File: src/logic/sse_defines.svh
// Purpose: Constants of the supply status and event register bank
// Assumes: Included by bare name wherever the bank's constants are needed
// Notes:   Holds definitions only
//
// Functional notes
// - Condition A bit 7 high while the sequence runs or is held.
// - Condition A bit 1 shows current regulation, bit 0 voltage regulation.
// - Condition A bits 6..2: trigger, overtemp, overvoltage, signal output, overload.
// - Event A bit 7 set when the sequence completes and goes inactive.
// - Event A bit 6 set on overtemp recovery, bit 5 on overtemp.
// - Event A bits 4,3,2 set on overvoltage, overcurrent and overload.
// - Event A bits 1,0 record that current or voltage regulation occurred.
// - Event B bit 7 on self-test or adjust error, bit 6 on trigger.
// - Event B bit 5 set on a sequence error.
// - Event B bit 4 set when output-on fails due to trigger disable.
// - Event B bit 3 set on a device trigger definition error.
// - Event B bit 1 on signal output two active, bit 0 on one.
// - Event A enable mask is readable as three decimal digits.
// - Event B enable mask is readable as three decimal digits.
// - Standard event enable mask and standard event register are readable.
`ifndef SSE_DEFINES_SVH
`define SSE_DEFINES_SVH

// ----------------------------------------------------------------
// Query selector codes
// ----------------------------------------------------------------
`define SSE_SEL_COND_A     3'h0
`define SSE_SEL_EVENTS_A   3'h1
`define SSE_SEL_MASK_A     3'h2
`define SSE_SEL_EVENTS_B   3'h3
`define SSE_SEL_MASK_B     3'h4
`define SSE_SEL_STD_MASK   3'h5
`define SSE_SEL_STD_STATUS 3'h6

// ----------------------------------------------------------------
// Bit positions, shared by both event registers and condition A
// ----------------------------------------------------------------
`define SSE_BIT_D7 7
`define SSE_BIT_D6 6
`define SSE_BIT_D5 5
`define SSE_BIT_D4 4
`define SSE_BIT_D3 3
`define SSE_BIT_D2 2
`define SSE_BIT_D1 1
`define SSE_BIT_D0 0

// ----------------------------------------------------------------
// Reset values and reply format
// ----------------------------------------------------------------
`define SSE_RESET_REG   8'h00
`define SSE_ASCII_ZERO  8'h30
`define SSE_REPLY_CHARS 2'h3

`endif

File: src/logic/sse_pkg.sv
// Purpose: Types of the supply status and event register bank
// Assumes: Nothing
// Notes:   Constants live in sse_defines.svh
`default_nettype none
package sse_pkg;
  typedef enum logic {
    SSE_IDLE,
    SSE_EMIT
  } sse_state_e;
  typedef logic [7:0] sse_byte_t;
endpackage
`default_nettype wire

File: src/logic/sse_dec3.sv
// Purpose: Byte to three ASCII decimal digits
// Assumes: Value 0..255
// Notes:   Purely combinational
`timescale 1ns/1ps
`default_nettype none
`include "sse_defines.svh"
module sse_dec3 (
  input  wire logic [7:0] value,
  output logic      [7:0] hundredsChar,
  output logic      [7:0] tensChar,
  output logic      [7:0] onesChar
);
  // ----------------------------------------------------------------
  // Conversion
  // ----------------------------------------------------------------
  // Division by constants is cheap at eight bits
  assign hundredsChar = `SSE_ASCII_ZERO + 8'(value / 8'h64);
  assign tensChar     = `SSE_ASCII_ZERO + 8'((value / 8'h0a) % 8'h0a);
  assign onesChar     = `SSE_ASCII_ZERO + 8'(value % 8'h0a);
endmodule
`default_nettype wire

File: src/logic/sse_status_bank.sv
// Purpose: Condition, event and mask registers with decimal query replies
// Assumes: All status inputs come from logic on the same clock
// Notes:   One query at a time; queries while busy are ignored
`timescale 1ns/1ps
`default_nettype none
`include "sse_defines.svh"
module sse_status_bank #(
  parameter int LIMIT_W = 16
) (
  input  wire logic               clock,
  input  wire logic               rst_b,
  input  wire logic               queryStrobe,
  input  wire logic [2:0]         querySelect,
  input  wire logic               maskWrite,
  input  wire logic [2:0]         maskSelect,
  input  wire logic [7:0]         maskData,
  input  wire logic               sequenceRunning,
  input  wire logic               analogTriggerSeen,
  input  wire logic               overtempFlag,
  input  wire logic               overvoltageTrip,
  input  wire logic               overcurrentTrip,
  input  wire logic               overloadState,
  input  wire logic               currentRegState,
  input  wire logic               voltageRegState,
  input  wire logic               signalOutputOne,
  input  wire logic               signalOutputTwo,
  input  wire logic               selftestOrAdjustError,
  input  wire logic               sequenceError,
  input  wire logic               outputEnableError,
  input  wire logic               deviceTriggerDefError,
  input  wire logic [LIMIT_W-1:0] voltageSetpoint,
  input  wire logic [LIMIT_W-1:0] currentSetpoint,
  input  wire logic [LIMIT_W-1:0] voltageLimit,
  input  wire logic [LIMIT_W-1:0] currentLimit,
  input  wire logic [7:0]         stdEventStatus,
  output logic                    queryBusy,
  output logic                    replyValid,
  output logic                    replyLast,
  output logic      [7:0]         replyChar,
  output logic                    eventsASummary,
  output logic                    eventsBSummary
);
  // ----------------------------------------------------------------
  // Declarations
  // ----------------------------------------------------------------
  sse_pkg::sse_state_e state;
  sse_pkg::sse_byte_t  liveConditionA;
  sse_pkg::sse_byte_t  latchedEventsA;
  sse_pkg::sse_byte_t  latchedEventsB;
  sse_pkg::sse_byte_t  eventsAMask;
  sse_pkg::sse_byte_t  eventsBMask;
  sse_pkg::sse_byte_t  stdEventMask;
  sse_pkg::sse_byte_t  snapshot;
  sse_pkg::sse_byte_t  setA;
  sse_pkg::sse_byte_t  setB;
  sse_pkg::sse_byte_t  selected;
  logic [1:0]          charIndex;
  logic [7:0]          hundredsChar;
  logic [7:0]          tensChar;
  logic [7:0]          onesChar;
  logic                queryTake;
  logic                clearA;
  logic                clearB;
  logic                limitError;
  // Previous samples for edge detection
  logic prevSeq;
  logic prevTrig;
  logic prevTemp;
  logic prevOvp;
  logic prevOcp;
  logic prevOvl;
  logic prevCcr;
  logic prevCvr;
  logic prevSig1;
  logic prevSig2;
  logic prevTce;
  logic prevSeqErr;
  logic prevOutErr;
  logic prevDdtErr;
  logic prevLimErr;

  // ----------------------------------------------------------------
  // Live condition
  // ----------------------------------------------------------------
  assign liveConditionA = {sequenceRunning,
                           analogTriggerSeen,
                           overtempFlag,
                           overvoltageTrip,
                           signalOutputOne | signalOutputTwo,
                           overloadState,
                           currentRegState,
                           voltageRegState};

  assign limitError = (voltageLimit < voltageSetpoint) ||
                      (currentLimit < currentSetpoint);

  // ----------------------------------------------------------------
  // Edge history
  // ----------------------------------------------------------------
  always_ff @(posedge clock or negedge rst_b) begin
    if (!rst_b) begin
      {prevSeq, prevTrig, prevTemp, prevOvp, prevOcp} <= 5'h00;
      {prevOvl, prevCcr, prevCvr, prevSig1, prevSig2} <= 5'h00;
      {prevTce, prevSeqErr, prevOutErr, prevDdtErr, prevLimErr} <= 5'h00;
    end else begin
      {prevSeq, prevTrig, prevTemp, prevOvp, prevOcp} <=
        {sequenceRunning, analogTriggerSeen, overtempFlag, overvoltageTrip, overcurrentTrip};
      {prevOvl, prevCcr, prevCvr, prevSig1, prevSig2} <=
        {overloadState, currentRegState, voltageRegState, signalOutputOne, signalOutputTwo};
      {prevTce, prevSeqErr, prevOutErr, prevDdtErr, prevLimErr} <=
        {selftestOrAdjustError, sequenceError, outputEnableError, deviceTriggerDefError,
         limitError};
    end
  end

  // ----------------------------------------------------------------
  // Event sources
  // ----------------------------------------------------------------
  always_comb begin
    setA = `SSE_RESET_REG;
    setB = `SSE_RESET_REG;
    setA[`SSE_BIT_D7] = prevSeq & ~sequenceRunning;
    setA[`SSE_BIT_D6] = prevTemp & ~overtempFlag;
    setA[`SSE_BIT_D5] = ~prevTemp & overtempFlag;
    setA[`SSE_BIT_D4] = ~prevOvp & overvoltageTrip;
    setA[`SSE_BIT_D3] = ~prevOcp & overcurrentTrip;
    setA[`SSE_BIT_D2] = ~prevOvl & overloadState;
    setA[`SSE_BIT_D1] = ~prevCcr & currentRegState;
    setA[`SSE_BIT_D0] = ~prevCvr & voltageRegState;
    setB[`SSE_BIT_D7] = ~prevTce & selftestOrAdjustError;
    setB[`SSE_BIT_D6] = ~prevTrig & analogTriggerSeen;
    setB[`SSE_BIT_D5] = ~prevSeqErr & sequenceError;
    setB[`SSE_BIT_D4] = ~prevOutErr & outputEnableError;
    setB[`SSE_BIT_D3] = ~prevDdtErr & deviceTriggerDefError;
    setB[`SSE_BIT_D2] = ~prevLimErr & limitError;
    setB[`SSE_BIT_D1] = ~prevSig2 & signalOutputTwo;
    setB[`SSE_BIT_D0] = ~prevSig1 & signalOutputOne;
  end

  // ----------------------------------------------------------------
  // Latched events, cleared by their own read
  // ----------------------------------------------------------------
  assign queryTake = queryStrobe && (state == sse_pkg::SSE_IDLE);
  assign clearA    = queryTake && (querySelect == `SSE_SEL_EVENTS_A);
  assign clearB    = queryTake && (querySelect == `SSE_SEL_EVENTS_B);

  // Set wins over the read clear so no event is lost
  always_ff @(posedge clock or negedge rst_b) begin
    if (!rst_b) begin
      latchedEventsA <= `SSE_RESET_REG;
      latchedEventsB <= `SSE_RESET_REG;
    end else begin
      latchedEventsA <= (clearA ? `SSE_RESET_REG : latchedEventsA) | setA;
      latchedEventsB <= (clearB ? `SSE_RESET_REG : latchedEventsB) | setB;
    end
  end

  // ----------------------------------------------------------------
  // Enable masks
  // ----------------------------------------------------------------
  always_ff @(posedge clock or negedge rst_b) begin
    if (!rst_b) begin
      eventsAMask  <= `SSE_RESET_REG;
      eventsBMask  <= `SSE_RESET_REG;
      stdEventMask <= `SSE_RESET_REG;
    end else if (maskWrite) begin
      case (maskSelect)
        `SSE_SEL_MASK_A:   eventsAMask  <= maskData;
        `SSE_SEL_MASK_B:   eventsBMask  <= maskData;
        `SSE_SEL_STD_MASK: stdEventMask <= maskData;
        default: begin
        end
      endcase
    end
  end

  // ----------------------------------------------------------------
  // Summary bits
  // ----------------------------------------------------------------
  always_ff @(posedge clock or negedge rst_b) begin
    if (!rst_b) begin
      eventsASummary <= 1'b0;
      eventsBSummary <= 1'b0;
    end else begin
      eventsASummary <= |(latchedEventsA & eventsAMask);
      eventsBSummary <= |(latchedEventsB & eventsBMask);
    end
  end

  // ----------------------------------------------------------------
  // Query reply
  // ----------------------------------------------------------------
  always_comb begin
    case (querySelect)
      `SSE_SEL_COND_A:     selected = liveConditionA;
      `SSE_SEL_EVENTS_A:   selected = latchedEventsA;
      `SSE_SEL_MASK_A:     selected = eventsAMask;
      `SSE_SEL_EVENTS_B:   selected = latchedEventsB;
      `SSE_SEL_MASK_B:     selected = eventsBMask;
      `SSE_SEL_STD_MASK:   selected = stdEventMask;
      `SSE_SEL_STD_STATUS: selected = stdEventStatus;
      default:             selected = `SSE_RESET_REG;
    endcase
  end

  sse_dec3 u_dec3 (
    .value        (snapshot),
    .hundredsChar (hundredsChar),
    .tensChar     (tensChar),
    .onesChar     (onesChar)
  );

  // Snapshot keeps the reply stable while events keep arriving
  always_ff @(posedge clock or negedge rst_b) begin
    if (!rst_b) begin
      snapshot <= `SSE_RESET_REG;
    end else if (queryTake) begin
      snapshot <= selected;
    end
  end

  always_ff @(posedge clock or negedge rst_b) begin
    if (!rst_b) begin
      state      <= sse_pkg::SSE_IDLE;
      charIndex  <= 2'h0;
      queryBusy  <= 1'b0;
      replyValid <= 1'b0;
      replyLast  <= 1'b0;
      replyChar  <= `SSE_RESET_REG;
    end else begin
      case (state)
        sse_pkg::SSE_IDLE: begin
          replyValid <= 1'b0;
          replyLast  <= 1'b0;
          charIndex  <= 2'h0;
          if (queryTake) begin
            state     <= sse_pkg::SSE_EMIT;
            queryBusy <= 1'b1;
          end
        end
        sse_pkg::SSE_EMIT: begin
          replyValid <= 1'b1;
          charIndex  <= charIndex + 2'h1;
          case (charIndex)
            2'h0:    replyChar <= hundredsChar;
            2'h1:    replyChar <= tensChar;
            default: replyChar <= onesChar;
          endcase
          if (charIndex == `SSE_REPLY_CHARS - 2'h1) begin
            replyLast <= 1'b1;
            queryBusy <= 1'b0;
            state     <= sse_pkg::SSE_IDLE;
          end
        end
        default: begin
          state     <= sse_pkg::SSE_IDLE;
          queryBusy <= 1'b0;
        end
      endcase
    end
  end
endmodule
`default_nettype wire

File: config.mk
export PLATFORM = sky130hd
export DESIGN_NAME = sse_status_bank
export DESIGN_NICKNAME = d
export VERILOG_FILES = /design/src/logic/sse_pkg.sv /design/src/logic/sse_dec3.sv /design/src/logic/sse_status_bank.sv
export VERILOG_INCLUDE_DIRS = /design/src /design/src/logic
export SDC_FILE = /design/constraint.sdc
export NUM_CORES = 1
export LEC_CHECK = 0
export ABC_AREA = 1
export ABC_CLOCK_PERIOD_IN_PS = 11150
export BUFFER_PORTS_ARGS = -buffer_cell sky130_fd_sc_hd__buf_2
export CELL_PAD_IN_SITES_DETAIL_PLACEMENT = 1
export CELL_PAD_IN_SITES_GLOBAL_PLACEMENT = 1
export CORE_AREA = 2 2 128 99
export CTS_BUF_LIST = sky130_fd_sc_hd__clkbuf_2 sky130_fd_sc_hd__clkbuf_4 sky130_fd_sc_hd__clkbuf_8
export CTS_CLUSTER_DIAMETER = 200
export DETAILED_ROUTE_END_ITERATION = 8
export DIE_AREA = 0 0 130 101
export PLACE_DENSITY = 0.91
export SETUP_SLACK_MARGIN = 0.4
export SLEW_MARGIN = 0
export SYNTH_ARGS = -nofsm -noshare
export SYNTH_HDL_FRONTEND = slang
export SYNTH_HIERARCHICAL = 1
export SYNTH_SLANG_ARGS = --single-unit
File: constraint.sdc
create_clock -name clock -period 11.15 [get_ports clock]
set_clock_uncertainty 0.15 [all_clocks]
set_input_delay 2.23 -clock clock [delete_from_list [all_inputs] [get_ports clock]]
set_output_delay 2.23 -clock clock [all_outputs]
set_load 0.05 [all_outputs]
==> flow_metrics.tcl, run 1 <==
set metrics [dict create \
    status "finished clean" \
    holdPathStages 1 \
    grt_setup_unrepaired "no" \
    yosys-top-cells-count "171 x nand2_1, 121 x inv_1, 79 x dfrtp_1" \
    maxSlewViolCount 0 \
    whs_ns 0.285 \
    yosys.area_share.adder 0.0962 \
    async_reset_ff_frac 1.00 \
    finalSetupTns_ns 0 \
    core-area_mm2 0.0120 \
    synth_compound_area_frac 0.148 \
    vias 4958 \
    cp-end-kind "flip-flop" \
    grt_pass1_wl_um 26300 \
    cts.path.max_buffers 2 \
    routabilityCongestion 0.921 \
    antenna_found_initial 1 \
    min_to "latchedEventsA[0]$_DFF_PN0_" \
    first_global_vias 5499 \
    ctsRootBufferMaster "clkbuf_8" \
    port_buffers 116 \
    grt.total_usage 0.257 \
    worstRegToRegCells 30 \
    clock-sinks 79 \
    dp_hpwl_um 12300 \
    dpl_cell_area_mm2 0.00579 \
    cp.arrival_ns 4.39 \
    start_util 0.424 \
    nNetsFinal 927 \
    ios 117 \
    syn_inst 666 \
    cts_hold_buffers 0 \
    die_x_um 130 \
    yosysUniqueCellTypes 40 \
    htreeDepth 3 \
    clk_pin_slew_ns 0.09 \
    synthSimpleGateAreaFrac 0.234 \
    crit_buf_inv 3 \
    ant_nets 0 \
    synth_xor_area_frac 0.00690 \
    yosysWarnings 6 \
    synth_top_family_by_area "simple AND/OR/NAND/NOR gates" \
    finalHoldViolCount 0 \
    final_area_mm2 0.00598 \
    min_from "prevCvr$_DFF_PN0_" \
    drive_gt1_frac 0.236 \
    synth.area.top_cells "dfrtp_1 39%, nand2_1 13%, ha_1 9.6%" \
    reg2reg_setup_slack_ns 6.83 \
    area_growth_pct 17.8 \
    cts_tree "built" \
    drt_wl_total_um 15700 \
    setup_viol 0 \
    worstSetupPathType "flip-flop to flip-flop" \
    max_slew_margin 0.345 \
    critical_path.max_stage_delay_ns 0.41 \
    critPathRequiredTime_ns 11.22 \
    cts_setup_buffers 0 \
    synth.mux.area_fraction 0 \
    yosysMostFrequentCell "nand2_1" \
    netlist_area_mm2 0.00507 \
    drc 0 \
    initialDrtViolationCount 246 \
    dieArea_mm2 0.0131 \
    yosys.area.top_type_share 0.390 \
    fin_crit_sh 0.387 \
    synth_top_area_cell "dfrtp_1" \
    fillCellCount 1552 \
    r2r_start "snapshot[5]$_DFFE_PN0P_" \
    hold_class "flip-flop to flip-flop" \
    worstSetupStartpointType "flip-flop" \
    syn_avg_cell_area_um2 7.62 \
    synth_edf_count 0 \
    ir_drop_uv 114 \
    drt-pass1-iter-count 5 \
    cts_resized 0 \
    insertion_delay_ns 0.37 \
    seq_area_frac_synth 0.390 \
    worstMarginPinSlew_ns 0.983 \
    fmax_mhz 232 \
    wire_per_inst_um 16.4 \
    drv_cap 0 \
    r2r-end "replyChar[6]$_DFFE_PN0P_" \
    slowest_stage "dfrtp_1" \
    grt_max_degree 80 \
    path_max_fanout 7 \
    crit_path_frequent_cell "nand2_1" \
    synth-seq-cells 79 \
    grt-ovfl-total 0 \
    fin_ws_ns 6.83 \
    cellPowerDensity_mw_per_mm2 261 \
    vias_per_cell 5.19 \
    die_height_um 101 \
    post-place-ws_ns 6.95 \
    critical-path-top-delay-family "simple AND/OR/NAND/NOR gates" \
    rows 35 \
    p_leak_nw 3.36 \
    total_power_mw 1.56 \
    min_period_ns 4.32 \
    numCtsBuffers 9 \
    synth_ff_type "dfrtp_1" \
]
-- report_power, final --
part           switching, mW  total (mW)  internal, mW
clock                  0.115       0.206        0.0910
sequential            0.0547       0.408         0.353
combinational          0.642       0.943         0.300
-- layer usage --
layer | vias to the layer above | track usage | wire length, um
met4 | 0 | 0.0819 | 397
met3 | 41 | 0.0488 | 544
met1 | 2454 | 0.299 | 6430
li1 | 2359 | - | -
met2 | 104 | 0.478 | 8310
met5 | - | 0 | 0
-- cell type report --
type                    instances  area, um^2  area share
repair buffers                116         583      0.0976
clock inverters                 5        41.3     0.00691
clock buffers                  11         145      0.0243
diodes                          1        2.50    0.000419
multi-input cells             441        2500       0.419
well taps                     166         208      0.0348
inverters                     137         518      0.0867
flip-flops and latches         79        1980       0.331
-- logic make-up (layout without fill, tap and decap cells) --
logic type,after synthesis,in the layout
xor+xnor,4,4
simple gates,262,262
compound gates,126,126
fa+ha+maj,39,39
flops,79,79
buf+inv,154,269
other cells,2,11
-- worst max path at each step --
stage | to | start | cells after the start | slack, ns
final | replyChar[6]$_DFFE_PN0P_ | snapshot[5]$_DFFE_PN0P_ | 30 | 6.83
after floorplan | replyChar[6]$_DFFE_PN0P_ | snapshot[6]$_DFFE_PN0P_ | 30 | 7.58
after CTS | replyChar[6]$_DFFE_PN0P_ | snapshot[5]$_DFFE_PN0P_ | 30 | 6.86
after detailed placement | replyChar[6]$_DFFE_PN0P_ | snapshot[6]$_DFFE_PN0P_ | 30 | 6.95
after global placement | replyChar[6]$_DFFE_PN0P_ | snapshot[6]$_DFFE_PN0P_ | 30 | 7.35
after global routing | replyChar[6]$_DFFE_PN0P_ | snapshot[6]$_DFFE_PN0P_ | 30 | 6.53
-- layout by cell type, fill, tap and decap left out, drive strengths merged, types with 2 or more instances in the layout --
| cell type | synthesis | routed |
|---|---|---|
| a21oi | 27 | 27 |
| a221oi | 10 | 10 |
| buf | 13 | 116 |
| clkbuf | 4 | 11 |
| clkinv | 2 | 4 |
| clkinvlp | 0 | 2 |
| conb | 2 | 10 |
| dfrtp | 79 | 79 |
| ha | 39 | 39 |
| inv | 135 | 136 |
| nand2 | 193 | 193 |
| nand3 | 28 | 28 |
| nand4 | 10 | 10 |
| nor2 | 23 | 23 |
| nor3 | 6 | 6 |
| o2111ai | 3 | 3 |
| o211ai | 3 | 3 |
| o21ai | 63 | 63 |
| o221ai | 5 | 5 |
| o22ai | 10 | 10 |
| o31ai | 2 | 2 |
| xor2 | 3 | 3 |
-- state kept, by name, indices dropped and copies added, names as in the netlist, 2 cells and up --
| register | count |
|---|---|
| latchedEventsA | 8 |
| snapshot | 8 |
| stdEventMask | 8 |
| replyChar | 8 |
| charIndex | 2 |
| eventsBMask | 8 |
| latchedEventsB | 8 |
| eventsAMask | 8 |
-- per-stage QoR --
step | util | std cells
detailed placement | 0.484 | 939
CTS | 0.500 | 955
floorplan | - | 674
global route | 0.500 | 956
finish | 0.500 | 956
global placement | 0.484 | 939
(Power assumes the default switching activity.)
==> run 2, diff against run 1 <==
Settings changed: ABC_CLOCK_PERIOD_IN_PS 11150 to 4000, CORE_AREA 2 2 128 99 to 2 2 132 102, DIE_AREA 0 0 130 101 to 0 0 134 104, PLACE_DENSITY 0.91 to 0.86.
Clock period 11.15 ns to 4 ns, I/O delays scaled along.
==> run 2 against run 1 <==
Effect of this change: total power increased to 3.8 times the previous value; final area rose by 9.2%; combinational power increased to 4.4 times the previous value; largest cell class unchanged; sequential power rose to 2.8 times the previous value; utilization grew 1.6 points.
==> flow_metrics.tcl, run 2 (synthesis gave the netlist of run 1 again) <==
set metrics [dict create \
    status "finished clean" \
    setup_viol 0 \
    fmax_mhz 252 \
    maxSlewViolCount 0 \
    cts_hold_buffers 0 \
    dp_hpwl_um 12300 \
    holdPathStages 1 \
    grt-ovfl-total 0 \
    max_slew_margin 0.341 \
    finalSetupTns_ns 0 \
    port_buffers 116 \
    ant_nets 0 \
    reg2reg_setup_slack_ns 0.04 \
    grt_pass1_wl_um 27900 \
    drv_cap 0 \
    clk_pin_slew_ns 0.09 \
    dpl_cell_area_mm2 0.00581 \
    cellPowerDensity_mw_per_mm2 906 \
    wire_per_inst_um 18.3 \
    finalHoldViolCount 0 \
    drive_gt1_frac 0.318 \
    cp.arrival_ns 4.05 \
    htreeDepth 3 \
    r2r_start "snapshot[7]$_DFFE_PN0P_" \
    die_x_um 134 \
    drc 0 \
    crit_end "replyChar[6]$_DFFE_PN0P_" \
    final_common_cell "nand2_1" \
    r2r-end "replyChar[6]$_DFFE_PN0P_" \
    cp-end-kind "flip-flop" \
    critPathRequiredTime_ns 4.09 \
    fin_crit_sh 0.991 \
    nNetsFinal 955 \
    ir_drop_uv 484 \
    area_growth_pct 28.6 \
    ios 117 \
    worstRegToRegCells 27 \
    mostFrequentLayoutCells "151 x nand2_1, 115 x buf_2, 114 x inv_1, 77 x dfrtp_1, 53 x o21ai_0" \
    cts_tree "built" \
    dieArea_mm2 0.0139 \
    first_global_vias 5775 \
    fillCellCount 1604 \
    placedCellCount 946 \
    insertion_delay_ns 0.37 \
    start_util 0.401 \
    die_height_um 104 \
    ctsRootBufferMaster "clkbuf_8" \
    cts.path.max_buffers 2 \
    grt_max_degree 80 \
    vias 5168 \
    numCtsBuffers 9 \
    clock-sinks 79 \
    initialDrtViolationCount 244 \
    core-area_mm2 0.0127 \
    grt.total_usage 0.249 \
    rows 36 \
    grt_setup_unrepaired "yes" \
    final_area_mm2 0.00652 \
    drt-pass1-iter-count 4 \
    min_period_ns 3.96 \
    hold_class "flip-flop to flip-flop" \
    worstSetupPathType "flip-flop to flip-flop" \
    worstSetupStartpointType "flip-flop" \
    min_from "prevDdtErr$_DFF_PN0_" \
    whs_ns 0.280 \
    p_leak_nw 3.60 \
    worstMarginPinSlew_ns 0.988 \
    drt_wl_total_um 18100 \
    routabilityCongestion 0.900 \
    path_max_fanout 6 \
    vias_per_cell 5.22 \
    final_cells 990 \
    antenna_found_initial 1 \
    startpoint "snapshot[7]$_DFFE_PN0P_" \
]
run 2: cell count changes in the layout (fill, tap and decap cells not counted), sizes merged:
| cell | change |
|---|---|
| buf | +28 |
| inv | +1 |
| diode | +1 |
| clkinvlp | -1 |
| clkbuf | -1 |
| bufinv | +1 |
run 2: worst min-delay path by stage:
stage / end / slack (ns)
global placement: latchedEventsB[1]$_DFF_PN0_ / 0.26
CTS: latchedEventsA[0]$_DFF_PN0_ / 0.28
global route: latchedEventsB[3]$_DFF_PN0_ / 0.30
finish: latchedEventsB[3]$_DFF_PN0_ / 0.28
floorplan: latchedEventsB[0]$_DFF_PN0_ / 0.25
detailed placement: latchedEventsA[0]$_DFF_PN0_ / 0.27
run 2: cell type report:
cell class | instances | area [um^2] | share of cell area
Sequential cell | 79 | 1980 | 0.303
Tap cell | 171 | 214 | 0.0328
Clock inverter | 6 | 75.1 | 0.0115
Inverter | 137 | 523 | 0.0802
Antenna cell | 2 | 5.00 | 0.000767
Multi-Input combinational cell | 441 | 2800 | 0.429
Timing Repair Buffer | 144 | 793 | 0.122
Clock buffer | 10 | 138 | 0.0211
run 2: power by group:
| part | leakage, nW | internal (mW) | total (mW) | switching, mW |
|---|---|---|---|---|
| combinational | 2.58 | 1.55 | 4.11 | 2.56 |
| clock | 0.105 | 0.314 | 0.646 | 0.332 |
| sequential | 0.910 | 0.986 | 1.15 | 0.167 |
run 2: critical path, cell delays in order (launching register included):
cell      delay, ns
dfrtp_2        0.50
inv_4          0.07
nand2_4        0.11
nand3_2        0.08
nand2_2        0.10
nand2_4        0.08
nand2_2        0.07
nand2_2        0.08
inv_2          0.09
nand2_4        0.08
nand2_4        0.11
buf_4          0.14
ha_1           0.17
inv_1          0.09
nor3_4         0.26
nand3_4        0.15
nand3_4        0.11
nand2_4        0.08
ha_4           0.16
inv_2          0.05
nand2_2        0.06
a21oi_2        0.14
nand3_2        0.09
and2_4         0.15
ha_4           0.15
xor2_1         0.16
a221oi_2       0.26
o21ai_1        0.09
run 2: timing repair:
action,4_1_cts,5_1_grt
hold endpoints to repair,0,0
gates resized for setup,46,33
setup endpoints to repair,5,7
setup buffers,20,6
pin swaps,17,18
run 2: routing by layer:
| metal | wire, um | share of wire | vias up | track usage |
|---|---|---|---|---|
| li1 | - | - | 2416 | - |
| met1 | 7230 | 0.40 | 2557 | 0.278 |
| met2 | 9530 | 0.53 | 133 | 0.462 |
| met3 | 654 | 0.036 | 62 | 0.0482 |
| met4 | 716 | 0.039 | 0 | 0.0988 |
| met5 | 0 | 0 | - | 0 |
run 2: through the flow:
step	power (mW)	util	setup slack (ns)
6_report	5.91	0.515	0.0368
5_1_grt	6.29	0.515	-0.114
4_1_cts	5.04	0.501	0.283
3_5_place_dp	3.71	0.459	-0.0878
3_3_place_gp	3.52	0.459	0.266
2_1_floorplan	3.08	-	0.429
